**src/common/irq_ctrl_defs.svh**
```systemverilog
/*
 * constants for the four level interrupt controller: source count,
 * level width and source positions in the enable and priority vectors.
 * assumes it is included by bare name from package and design files.
 */
`ifndef IRQ_CTRL_DEFS_SVH
`define IRQ_CTRL_DEFS_SVH

`define IRQ_NUM_SRC 13
`define IRQ_LVL_W 2
`define IRQ_SRC_W 4
`define IRQ_TOP_LVL 2'h3
`define IRQ_SRC_EXT_A 0
`define IRQ_SRC_EXT_B 2
`define IRQ_EN_RESET 8'h00
`define IRQ_PRIO_RESET 8'h00

`endif

```
**src/common/irq_ctrl_pkg.sv**
```systemverilog
/*
 * types shared by the interrupt controller files.
 * assumes irq_ctrl_defs.svh is on the include path.
 */
`default_nettype none
`include "irq_ctrl_defs.svh"
package irq_ctrl_pkg;
	typedef logic [`IRQ_LVL_W-1:0] level_t;
	typedef logic [`IRQ_SRC_W-1:0] src_id_t;
	typedef logic [`IRQ_NUM_SRC-1:0] src_vec_t;
	typedef enum logic [1:0]
	{
		RUN_ST = 2'b00,
		SLEEP_ST = 2'b01
	} power_e;
endpackage
`default_nettype wire

```
**src/four_level_interrupt_controller.sv**
```systemverilog
/*
 * four level interrupt controller: thirteen sources, per source enable
 * and two bit level, global enable, nesting by strictly higher level,
 * and wake from idle or power-down on external requests.
 * assumes the core pulses instr_start at each instruction boundary,
 * pulses reti_done when a service routine returns, and that peripheral
 * requests are levels on core_clk. source 0 is the top polling rank.
 */
`default_nettype none
`include "irq_ctrl_defs.svh"
// Overview of operation
// - four priority levels decide servicing order and preemption.
// - two pin variant has thirteen sources including both external pins.
// - single pin variant swaps external pin one for a serial interface.
// - each source has its own enable; disabled sources never serviced.
// - global enable clear blocks every source.
// - each source picks one of four levels via four priority registers.
// - a running routine is preempted only by strictly higher level.
// - a routine at the top level is never preempted.
// - pending requests are judged at instruction start; higher level wins.
// - ties inside one level go by fixed polling order.
// - each external pin selects level or edge trigger.
// - edge mode flags a high sample followed by a low one.
// - enabled external request wakes the core from idle or power-down.
module four_level_interrupt_controller
#(
	parameter bit SINGLE_EXT_PIN = 1'b0
)
(
	// clock and reset
	input wire logic core_clk,
	input wire logic srst,
	// external pins, active low
	input wire logic ext_irq_pin_a,
	input wire logic ext_irq_pin_b,
	// peripheral requests, one per source; external slots ignored, except the pin b slot in the single pin variant
	input wire irq_ctrl_pkg::src_vec_t periph_req,
	// configuration
	input wire logic [7:0] irq_enable_reg_a,
	input wire logic [7:0] irq_enable_reg_b,
	input wire logic [7:0] priority_low_reg_a,
	input wire logic [7:0] priority_high_reg_a,
	input wire logic [7:0] priority_low_reg_b,
	input wire logic [7:0] priority_high_reg_b,
	input wire logic ext_pin_a_trigger_select,
	input wire logic ext_pin_b_trigger_select,
	// core handshake
	input wire logic instr_start,
	input wire logic reti_done,
	input wire logic sleep_enter,
	// to the core
	output logic irq_take,
	output irq_ctrl_pkg::src_id_t irq_source,
	output irq_ctrl_pkg::level_t active_level,
	output logic in_service,
	output logic wake,
	output logic ext_irq_request_flag_a,
	output logic ext_irq_request_flag_b
);
	import irq_ctrl_pkg::*;

	localparam int NLVL = 4;

	logic req_a;
	logic req_b;
	logic ack_a;
	logic ack_b;
	src_vec_t enables;
	src_vec_t prio_lo;
	src_vec_t prio_hi;
	src_vec_t pending;
	logic [NLVL-1:0] active_stack;
	logic [NLVL-1:0] next_active_stack;
	logic next_take;
	src_id_t next_source;
	level_t next_level;
	level_t cur_level;
	logic cur_valid;
	power_e power;
	power_e next_power;
	logic next_wake;

	// level of one source from its two bits
	function automatic level_t src_level(input int i);
		src_level = {prio_hi[i], prio_lo[i]};
	endfunction

	// highest level with a routine in progress
	function automatic level_t top_active(input logic [NLVL-1:0] stk);
		top_active = '0;
		for (int k = 0; k < NLVL; k++)
			if (stk[k])
				top_active = level_t'(k);
	endfunction

	// global enable bit of the first enable register
	function automatic logic global_on();
		global_on = irq_enable_reg_a[7];
	endfunction

	// external pin front ends
	ext_pin_trigger u_pin_a
	(
		.core_clk(core_clk),
		.srst(srst),
		.ext_irq_pin(ext_irq_pin_a),
		.trigger_select(ext_pin_a_trigger_select),
		.vector_ack(ack_a),
		.ext_irq_request_flag(req_a)
	);
	ext_pin_trigger u_pin_b
	(
		.core_clk(core_clk),
		.srst(srst),
		.ext_irq_pin(ext_irq_pin_b),
		.trigger_select(ext_pin_b_trigger_select),
		.vector_ack(ack_b),
		.ext_irq_request_flag(req_b)
	);

	// vectoring clears the edge flag of the chosen pin
	assign ack_a = irq_take && irq_source == src_id_t'(`IRQ_SRC_EXT_A);
	assign ack_b = irq_take && irq_source == src_id_t'(`IRQ_SRC_EXT_B);

	// gather enables and priorities into per source vectors
	assign enables = {irq_enable_reg_b[5:0], irq_enable_reg_a[6:0]};
	assign prio_lo = {priority_low_reg_b[5:0], priority_low_reg_a[6:0]};
	assign prio_hi = {priority_high_reg_b[5:0], priority_high_reg_a[6:0]};

	// per source pending, external pins replace their slots
	genvar g;
	generate
		for (g = 0; g < `IRQ_NUM_SRC; g++)
		begin : g_pend
			logic raw;
			if (g == `IRQ_SRC_EXT_A)
				assign raw = req_a;
			else if (g == `IRQ_SRC_EXT_B)
				// single pin variant: slot carries the serial interface
				assign raw = SINGLE_EXT_PIN ? periph_req[g] : req_b;
			else
				assign raw = periph_req[g];
			assign pending[g] = raw && enables[g] && global_on();
		end
	endgenerate

	assign cur_level = top_active(active_stack);
	assign cur_valid = |active_stack;

	// arbitration at instruction start, nesting bookkeeping
	always_comb
	begin
		level_t best_lvl;
		logic found;
		best_lvl = '0;
		found = 1'b0;
		next_source = irq_source;
		next_take = 1'b0;
		next_level = cur_level;
		next_active_stack = active_stack;
		if (reti_done && cur_valid)
			next_active_stack[cur_level] = 1'b0;
		// strict greater keeps the lower index on ties
		for (int i = 0; i < `IRQ_NUM_SRC; i++)
			if (pending[i] && (!found || src_level(i) > best_lvl))
			begin
				found = 1'b1;
				best_lvl = src_level(i);
				next_source = src_id_t'(i);
			end
		// only a strictly higher level preempts; a top level routine is never preempted
		if (instr_start && found && !reti_done && power == RUN_ST &&
			(!cur_valid || (cur_level != `IRQ_TOP_LVL &&
			best_lvl > cur_level)))
		begin
			next_take = 1'b1;
			next_level = best_lvl;
			next_active_stack[best_lvl] = 1'b1;
		end
		else
			next_source = irq_source;
		if (reti_done || next_take)
			next_level = top_active(next_active_stack);
	end

	// power state and wake
	always_comb
	begin
		logic ext_wake;
		ext_wake = (pending[`IRQ_SRC_EXT_A]) ||
			(!SINGLE_EXT_PIN && pending[`IRQ_SRC_EXT_B]);
		next_power = power;
		next_wake = 1'b0;
		unique case (power)
			RUN_ST:
				if (sleep_enter)
					next_power = SLEEP_ST;
			SLEEP_ST:
				if (ext_wake)
				begin
					next_power = RUN_ST;
					next_wake = 1'b1;
				end
		endcase
	end

	// register the arbitration and power state
	always_ff @(posedge core_clk)
	begin
		if (srst)
		begin
			active_stack <= '0;
			irq_take <= 1'b0;
			irq_source <= '0;
			active_level <= '0;
			in_service <= 1'b0;
			power <= RUN_ST;
			wake <= 1'b0;
			ext_irq_request_flag_a <= 1'b0;
			ext_irq_request_flag_b <= 1'b0;
		end
		else
		begin
			active_stack <= next_active_stack;
			irq_take <= next_take;
			irq_source <= next_source;
			active_level <= next_level;
			in_service <= |next_active_stack;
			power <= next_power;
			wake <= next_wake;
			ext_irq_request_flag_a <= req_a;
			ext_irq_request_flag_b <= SINGLE_EXT_PIN ? 1'b0 : req_b;
		end
	end
endmodule
`default_nettype wire

```
**src/ext_pin_trigger.sv**
```systemverilog
/*
 * one external interrupt pin: synchroniser, level or falling edge request.
 * assumes the pin is asynchronous to core_clk and active low.
 */
`default_nettype none
module ext_pin_trigger
(
	// clock and reset
	input wire logic core_clk,
	input wire logic srst,
	// pin and control
	input wire logic ext_irq_pin,
	input wire logic trigger_select,
	input wire logic vector_ack,
	// request out
	output logic ext_irq_request_flag
);
	logic sync_a;
	logic sync_b;
	logic prev_sample;
	logic edge_flag;
	logic next_edge_flag;
	logic next_request;

	// edge flag: set wins over the vector clear
	always_comb
	begin
		next_edge_flag = edge_flag;
		if (vector_ack)
			next_edge_flag = 1'b0;
		if (prev_sample && !sync_b)
			next_edge_flag = 1'b1;
		if (!trigger_select)
			next_edge_flag = 1'b0;
		next_request = trigger_select ? next_edge_flag : !sync_b;
	end

	// two stage sync, then a sample history and the request register
	always_ff @(posedge core_clk)
	begin
		if (srst)
		begin
			sync_a <= 1'b1;
			sync_b <= 1'b1;
			prev_sample <= 1'b1;
			edge_flag <= 1'b0;
			ext_irq_request_flag <= 1'b0;
		end
		else
		begin
			sync_a <= ext_irq_pin;
			sync_b <= sync_a;
			prev_sample <= sync_b;
			edge_flag <= next_edge_flag;
			ext_irq_request_flag <= next_request;
		end
	end
endmodule
`default_nettype wire

```
**config.mk**
```make
export PLATFORM = sky130hd
export DESIGN_NAME = four_level_interrupt_controller
export DESIGN_NICKNAME = d
export VERILOG_FILES = /design/src/common/irq_ctrl_pkg.sv /design/src/four_level_interrupt_controller.sv /design/src/ext_pin_trigger.sv
export VERILOG_INCLUDE_DIRS = /design/src /design/src/common
export SDC_FILE = /design/constraint.sdc
export NUM_CORES = 1
export LEC_CHECK = 0
export BUFFER_PORTS_ARGS = -buffer_cell sky130_fd_sc_hd__buf_2
export CELL_PAD_IN_SITES_DETAIL_PLACEMENT = 0
export CELL_PAD_IN_SITES_GLOBAL_PLACEMENT = 2
export CORE_ASPECT_RATIO = 0.5
export CORE_MARGIN = 10
export CORE_UTILIZATION = 28
export DETAILED_ROUTE_END_ITERATION = 7
export PLACE_DENSITY = 0.9
export REMOVE_ABC_BUFFERS = 1
export SLEW_MARGIN = 30
export SYNTH_ARGS = -nofsm -noshare
export SYNTH_HDL_FRONTEND = slang
export SYNTH_SLANG_ARGS = --single-unit
export TNS_END_PERCENT = 5
```
**constraint.sdc**
```tcl
create_clock -name core_clk -period 18.4 [get_ports core_clk]
set_input_delay 1.84 -clock core_clk [delete_from_list [all_inputs] [get_ports core_clk]]
set_output_delay 1.84 -clock core_clk [all_outputs]
set_load 0.01 [all_outputs]
```
* Word-level counts from Yosys, hierarchy flattened
Cells that the tools add are included.
W data, S select, Z words.
** Word-level totals
- Flip-flop bits (word level) :: 27
- Input port bits :: 70
- Output and inout bits :: 11
- Word-level logic and storage cells :: 200
** Cells by class
- Order comparisons :: 17
- Equality and inequality tests :: 5
- Mux-type cells :: 66
- Bitwise gates (word level) :: 4
- Reductions and logical operators :: 89
** Operators by type and width (count)
- $mux W4 :: 15
- $logic_and A1 B1 Y1 :: 50
- $mux W2 :: 21
- $mux W1 :: 27
- $gt A2 B2 Y1 :: 13
- $logic_not A1 Y1 :: 16
- $logic_or A1 B1 Y1 :: 15
- $reduce_bool A13 Y1 :: 1
- $reduce_or A4 Y1 :: 2
- $lt A2 B3 Y1 const B :: 2
- $ne A2 B2 Y1 const B :: 3
- $and A4 B4 Y4 :: 1
- $demux W1 S2 :: 2
- $eq A4 B2 Y1 const B :: 1
- $ge A2 B1 Y1 const B :: 2
- $logic_not A4 Y1 :: 1
- $not A4 Y4 :: 1
- $or A4 B4 Y4 :: 1
- $pmux W2 S2 :: 1
- $reduce_and A2 Y1 :: 2
- $eq A2 B1 Y1 const B :: 1
- $logic_not A2 Y1 :: 1
- $reduce_or A2 Y1 :: 1
- $not A1 Y1 :: 1

* Logic depth before layout (Yosys ltp)
- Depth after elaboration :: 61
- Gate-level depth with buffers :: 89
- Mapped depth without buffers :: 88

* Modules after synthesis
Synthesis repeated with hierarchy kept, for this count alone.
** Second synthesis, totals
- Cells, all modules :: 336
- Area, all modules :: 2643.8 um^2
** By module, submodules not included
- four_level_interrupt_controller :: times used 1, cells an instance 308, area each 2316.0 um^2, sequential area each 320.3 um^2
- ext_pin_trigger :: times used 2, cells an instance 14, area each 163.9 um^2, sequential area each 100.1 um^2

* Worst setup path before layout
Ideal clock, no wire load.
- Path type :: input to register
- Start point :: input irq_enable_reg_a[0]
- End point :: register active_level[0]
- Setup time :: 0.130 ns
- Data arrival time :: 16.890 ns
- Required time :: 18.270 ns
- Slack :: 1.379 ns
- Stages on the path :: 85
- Path buffers :: 1
- Cell sequence :: and3_1 buf_2 nand2_1 ha_1 nor2b_1 o21ai_0 o211a_1 nor2_1 ha_1 nor2b_1 o21ai_0 a21oi_1 o32ai_1 ha_1 nor2b_1 a2bb2oi_1 o2bb2ai_1 o21ai_0 (+49 left out) ha_1 nand2_1 o21ai_0 a21boi_1 nor2_1 a221o_1 nor2_2 inv_2 ha_1 a21oi_1 o21ai_0 o21ai_0 and4b_1 o21ai_1 inv_1 nand2_1 a222oi_1 o22ai_1
** On the way
- Cells in the longest elaborated chain, start to end :: 61
- Elaborated cells between the ends (all ways) :: 97
- Those cells by class :: 15 x order compare; 35 x mux; 1 x bitwise; 46 x reduce/logical
** Ends and longest elaborated chain
- start, declared :: RTL line four_level_interrupt_controller.sv:39 : input wire logic [7:0] irq_enable_reg_a,
- $logic_and A1 B1 Y1 * (2 in series) :: RTL line four_level_interrupt_controller.sv:143 : assign pending[g] = raw && enables[g] && global_on();
- $mux W2 or $mux W1 (tied branches) :: RTL line four_level_interrupt_controller.sv:165 : if (pending[i] && (!found || src_level(i) > best_lvl))
- $gt A2 B2 Y1 or $logic_not A1 Y1 (tied branches) :: RTL line four_level_interrupt_controller.sv:165
- $logic_or A1 B1 Y1 :: RTL line four_level_interrupt_controller.sv:165
- $logic_and A1 B1 Y1 :: RTL line four_level_interrupt_controller.sv:165
- $mux W2 or $mux W1 (tied branches) :: RTL line four_level_interrupt_controller.sv:165
- $gt A2 B2 Y1 or $logic_not A1 Y1 (tied branches) :: RTL line four_level_interrupt_controller.sv:165
- $logic_or A1 B1 Y1 :: RTL line four_level_interrupt_controller.sv:165
- (+43 left out)
- $logic_and A1 B1 Y1 (implied by the code) :: RTL line four_level_interrupt_controller.sv:178 : next_active_stack[best_lvl] = 1'b1;
- $mux W1 (implied by the code) :: RTL line four_level_interrupt_controller.sv:178
- $demux W1 S2 :: RTL line four_level_interrupt_controller.sv:178
- $or A4 B4 Y4 (no line)
- $mux W4 :: RTL line four_level_interrupt_controller.sv:172 : if (instr_start && found && !reti_done && power == RUN_ST &&
- $mux W1 :: RTL line four_level_interrupt_controller.sv:92 : if (stk[k])
- $mux W2 (2 in series) :: RTL line four_level_interrupt_controller.sv:92
- $mux W2 * :: RTL line four_level_interrupt_controller.sv:182 : if (reti_done || next_take)
- end signal, assigned :: RTL line four_level_interrupt_controller.sv:227 : active_level <= next_level;
- end, declared :: RTL line four_level_interrupt_controller.sv:54 : output irq_ctrl_pkg::level_t active_level,
Mark *: on every way between the ends. The rest lies on a longest branch, timed or not.
A chain may end at the register's enable or synchronous reset.

* Final worst setup path
Ends and elaborated chain as after synthesis.

==> results.md <==
* Register area share after synthesis at 22.34%
* Routed Antenna Nets at 0
* First-pass GRT wire length at 11280 um
* N_diodes at 0
* Capturing point of the worst reg2reg path: active_level[0]$_SDFF_PP0_
* Hold-critical path depth at 1
* Final setup TNS at 0 ns
* Final setup fails at 0
* Simple-gate portion of the synthesized area at 28.30%
* Worst Path Required at 18.53 ns
* Complex-gate fraction of the synthesized area at 30.83%
* Number of cells in the design after placement at 506
* Pins Over Slew Limit at 0
* Fin crit period at 17.15 ns
* Crit. End Element: flip-flop
* Largest fanout on the critical path at 7
* First-pass iteration count of the detailed router at 6
* Hold EP: u_pin_b.sync_b$_SDFF_PP1_
* Synth Area in Adders at 10.74%
* Dpl ws at 0.4496 ns
* RSZ-0062 raised after global routing: no
* WS Path Type: in -> reg
* H-tree depth at 1
* Clock sinks at 26
* Clk_skew at 0.003094 ns
* Most used cell, CP: ha_1
* Via count at 2480
* XOR/XNOR Fraction of Synth Area at 0%
* Top cells by area, synth: dfxtp_1 (22%), ha_1 (11%), nand2_1 (6.1%)
* Top cell type's share of synthesized area at 22.34%
* Final Hold Fails at 0
* DIE AREA at 0.01259 sq mm
* Main synth FF type: dfxtp_1
* Vias in the first global route at 2431
* Via/cell ratio at 4.844
* Fraction of layout instances using a drive strength above 1 at 34.00%
* Placement Cell Area at 0.002992 sq mm
* Top Ports at 81
* Design area at 0.003133 sq mm
* Yosys warns at 0
* Largest family of logic cells by synthesized area: compound AO/OA/AOI/OAI gates
* Largest regs: active_stack (4), irq_source (4), active_level (2)
* Synthesis-to-finish area growth at 34.48%
* Status: complete, no violations
* Number of register bits inferred by synthesis at 26
* Initial Util at 28.91%
* Port Buf Inserts at 70
* Num rows at 23
* Hold slack at 0.4145 ns
* Leakage at 1.509 nW
* Max-cap violations at 0
* Setup ws final at 1.248 ns
* Post-synth top area cell: dfxtp_1
* Peak supply drop at 33.32 uV
* Pwr Total at 0.1840 mW
* Nets at 491
* Worst Hold Launch: u_pin_b.sync_a$_SDFF_PP1_
* FMAX at 0.05830 GHz
* Post-synth cell types at 67
* Routability cong. at 0.7607
* Clock buffer depth at 2
* Commonest non-fill, non-tap cell in the layout: buf_2
* Cts hold-fix bufs at 0
* Die width at 149 um
* Core Box Area at 0.008058 sq mm
* PD cells at 58.73 mW/mm^2
* Die Ht at 84.50 um
* Mean post-synth cell area at 7.664 sq um
* TritonCTS Buffers at 3
* Startpoint Class: input pin
* Post-synthesis cell area at 0.002330 sq mm
* Reg2reg path depth at 86
* Largest net degree at the start of global routing at 24
* Async S/R FF share, synth at 0%
* Root buf cell: clkbuf_16
* Global route overflow at 0
* TritonCTS clock tree: yes
* Worst-Margin Slew at 0.8694 ns
* Multiplexer area fraction after synthesis at 3.061%
* Post-Layout Cell Count at 512
* Worst path max stage delay at 0.41 ns
* Relative slew slack at 42.04%
* HPWL Detailed at 5856 um
* DR iter-0 viols at 103
* Worst-path clk slew at 0.06 ns
* EDFF count, synth at 0
* Reg-to-reg critical path startpoint: u_pin_a.ext_irq_request_flag$_SDFF_PP0_
* Drt total wl at 6890 um
* Final core occ at 38.88%
* Hold WC Path Type: reg -> reg
* Worst path slowest cell: or3_1
* R2R Setup Slk at 2.48 ns
* WL/cell at 13.46 um
* Post-Syn Instances at 304
* Antenna violations before repair at 0
* DRC at 0
* Fin crit share at 93.22%
* Clk Latency, worst-skew pair at 0.26 ns
* GRT Resource Usage Total at 10.26%
* Most frequent cells in the layout: buf_2 (70), nand2_1 (38), buf_4 (28)
* CP arrival at 17.28 ns
## synth_stat cells (all sizes together), types with 4 or more instances
master and instances:
nand2 38, dfxtp 26, nor2 25, inv 23
ha 20, a21oi 18, o21ai 15, nor2b 13
and3 11, or2 8, nand3 6, a211oi 5
a21boi 5, clkbuf 5, nand2b 5, nor3 5
or3 5, a31oi 4, o22ai 4, o2bb2ai 4
## per-layer routing
metal | vias to the layer above | GRT usage (%) | part of all wire, %
met5 | - | 0 | 0
met2 | 34 | 17.60 | 47
met1 | 1125 | 13.48 | 49
li1 | 1319 | - | -
met4 | 0 | 1.063 | 0.28
met3 | 2 | 1.820 | 3.5
## worst max-delay path, delay by kind of cell
family | cells | cell delay (ns)
and+or+nand+nor | 30 | 4.07
buffers and inverters | 5 | 0.47
AOI/OAI and AO/OA | 35 | 6.38
adders and majority gates | 13 | 3.36
muxes | 4 | 1.20
## kinds of logic (layout without fill, tap and decap cells)
group / after synthesis / in the layout
and+or+nand+nor: 128 / 128
DFF: 26 / 26
buffers and inverters: 29 / 125
muxes: 6 / 6
AOI/OAI and AO/OA: 95 / 95
adders and majority gates: 20 / 20
## timing repair
item,4_1_cts,5_1_grt
setup buffers,0,2
endpoints found under the setup margin,0,12
hold endpoints to repair,0,0
gates resized for setup,0,12
## worst max-delay path by stage
stage | from | endpoint | slack (ns) | cells past startpoint
3_5_place_dp | irq_enable_reg_a[0] | active_level[0]$_SDFF_PP0_ | 0.45 | 86
4_1_cts | irq_enable_reg_a[0] | active_level[0]$_SDFF_PP0_ | 0.68 | 87
2_1_floorplan | irq_enable_reg_a[0] | active_level[0]$_SDFF_PP0_ | 1.41 | 84
3_3_place_gp | irq_enable_reg_a[0] | active_level[0]$_SDFF_PP0_ | 0.49 | 86
6_report | irq_enable_reg_a[0] | active_level[0]$_SDFF_PP0_ | 1.25 | 87
5_1_grt | irq_enable_reg_a[0] | active_level[0]$_SDFF_PP0_ | 0.009 | 86
## final cells by class
class / count / area (sq um)
Clock buffer: 4 / 88.84
Fill cell: 885 / 4925
Inverter: 23 / 86.33
Tap cell: 112 / 140.1
Sequential cell: 26 / 520.5
Timing Repair Buffer: 98 / 560.5
Multi-Input combinational cell: 249 / 1737
## power breakdown
group / leakage, nW / internal (mW) / total [mW] / switching (mW)
logic: 1.25 / 0.0349 / 0.0717 / 0.0368
clock network: 0.0442 / 0.0332 / 0.0518 / 0.0186
registers: 0.212 / 0.0587 / 0.0606 / 0.00187
Note: power is estimated with default switching activity, not from simulation.
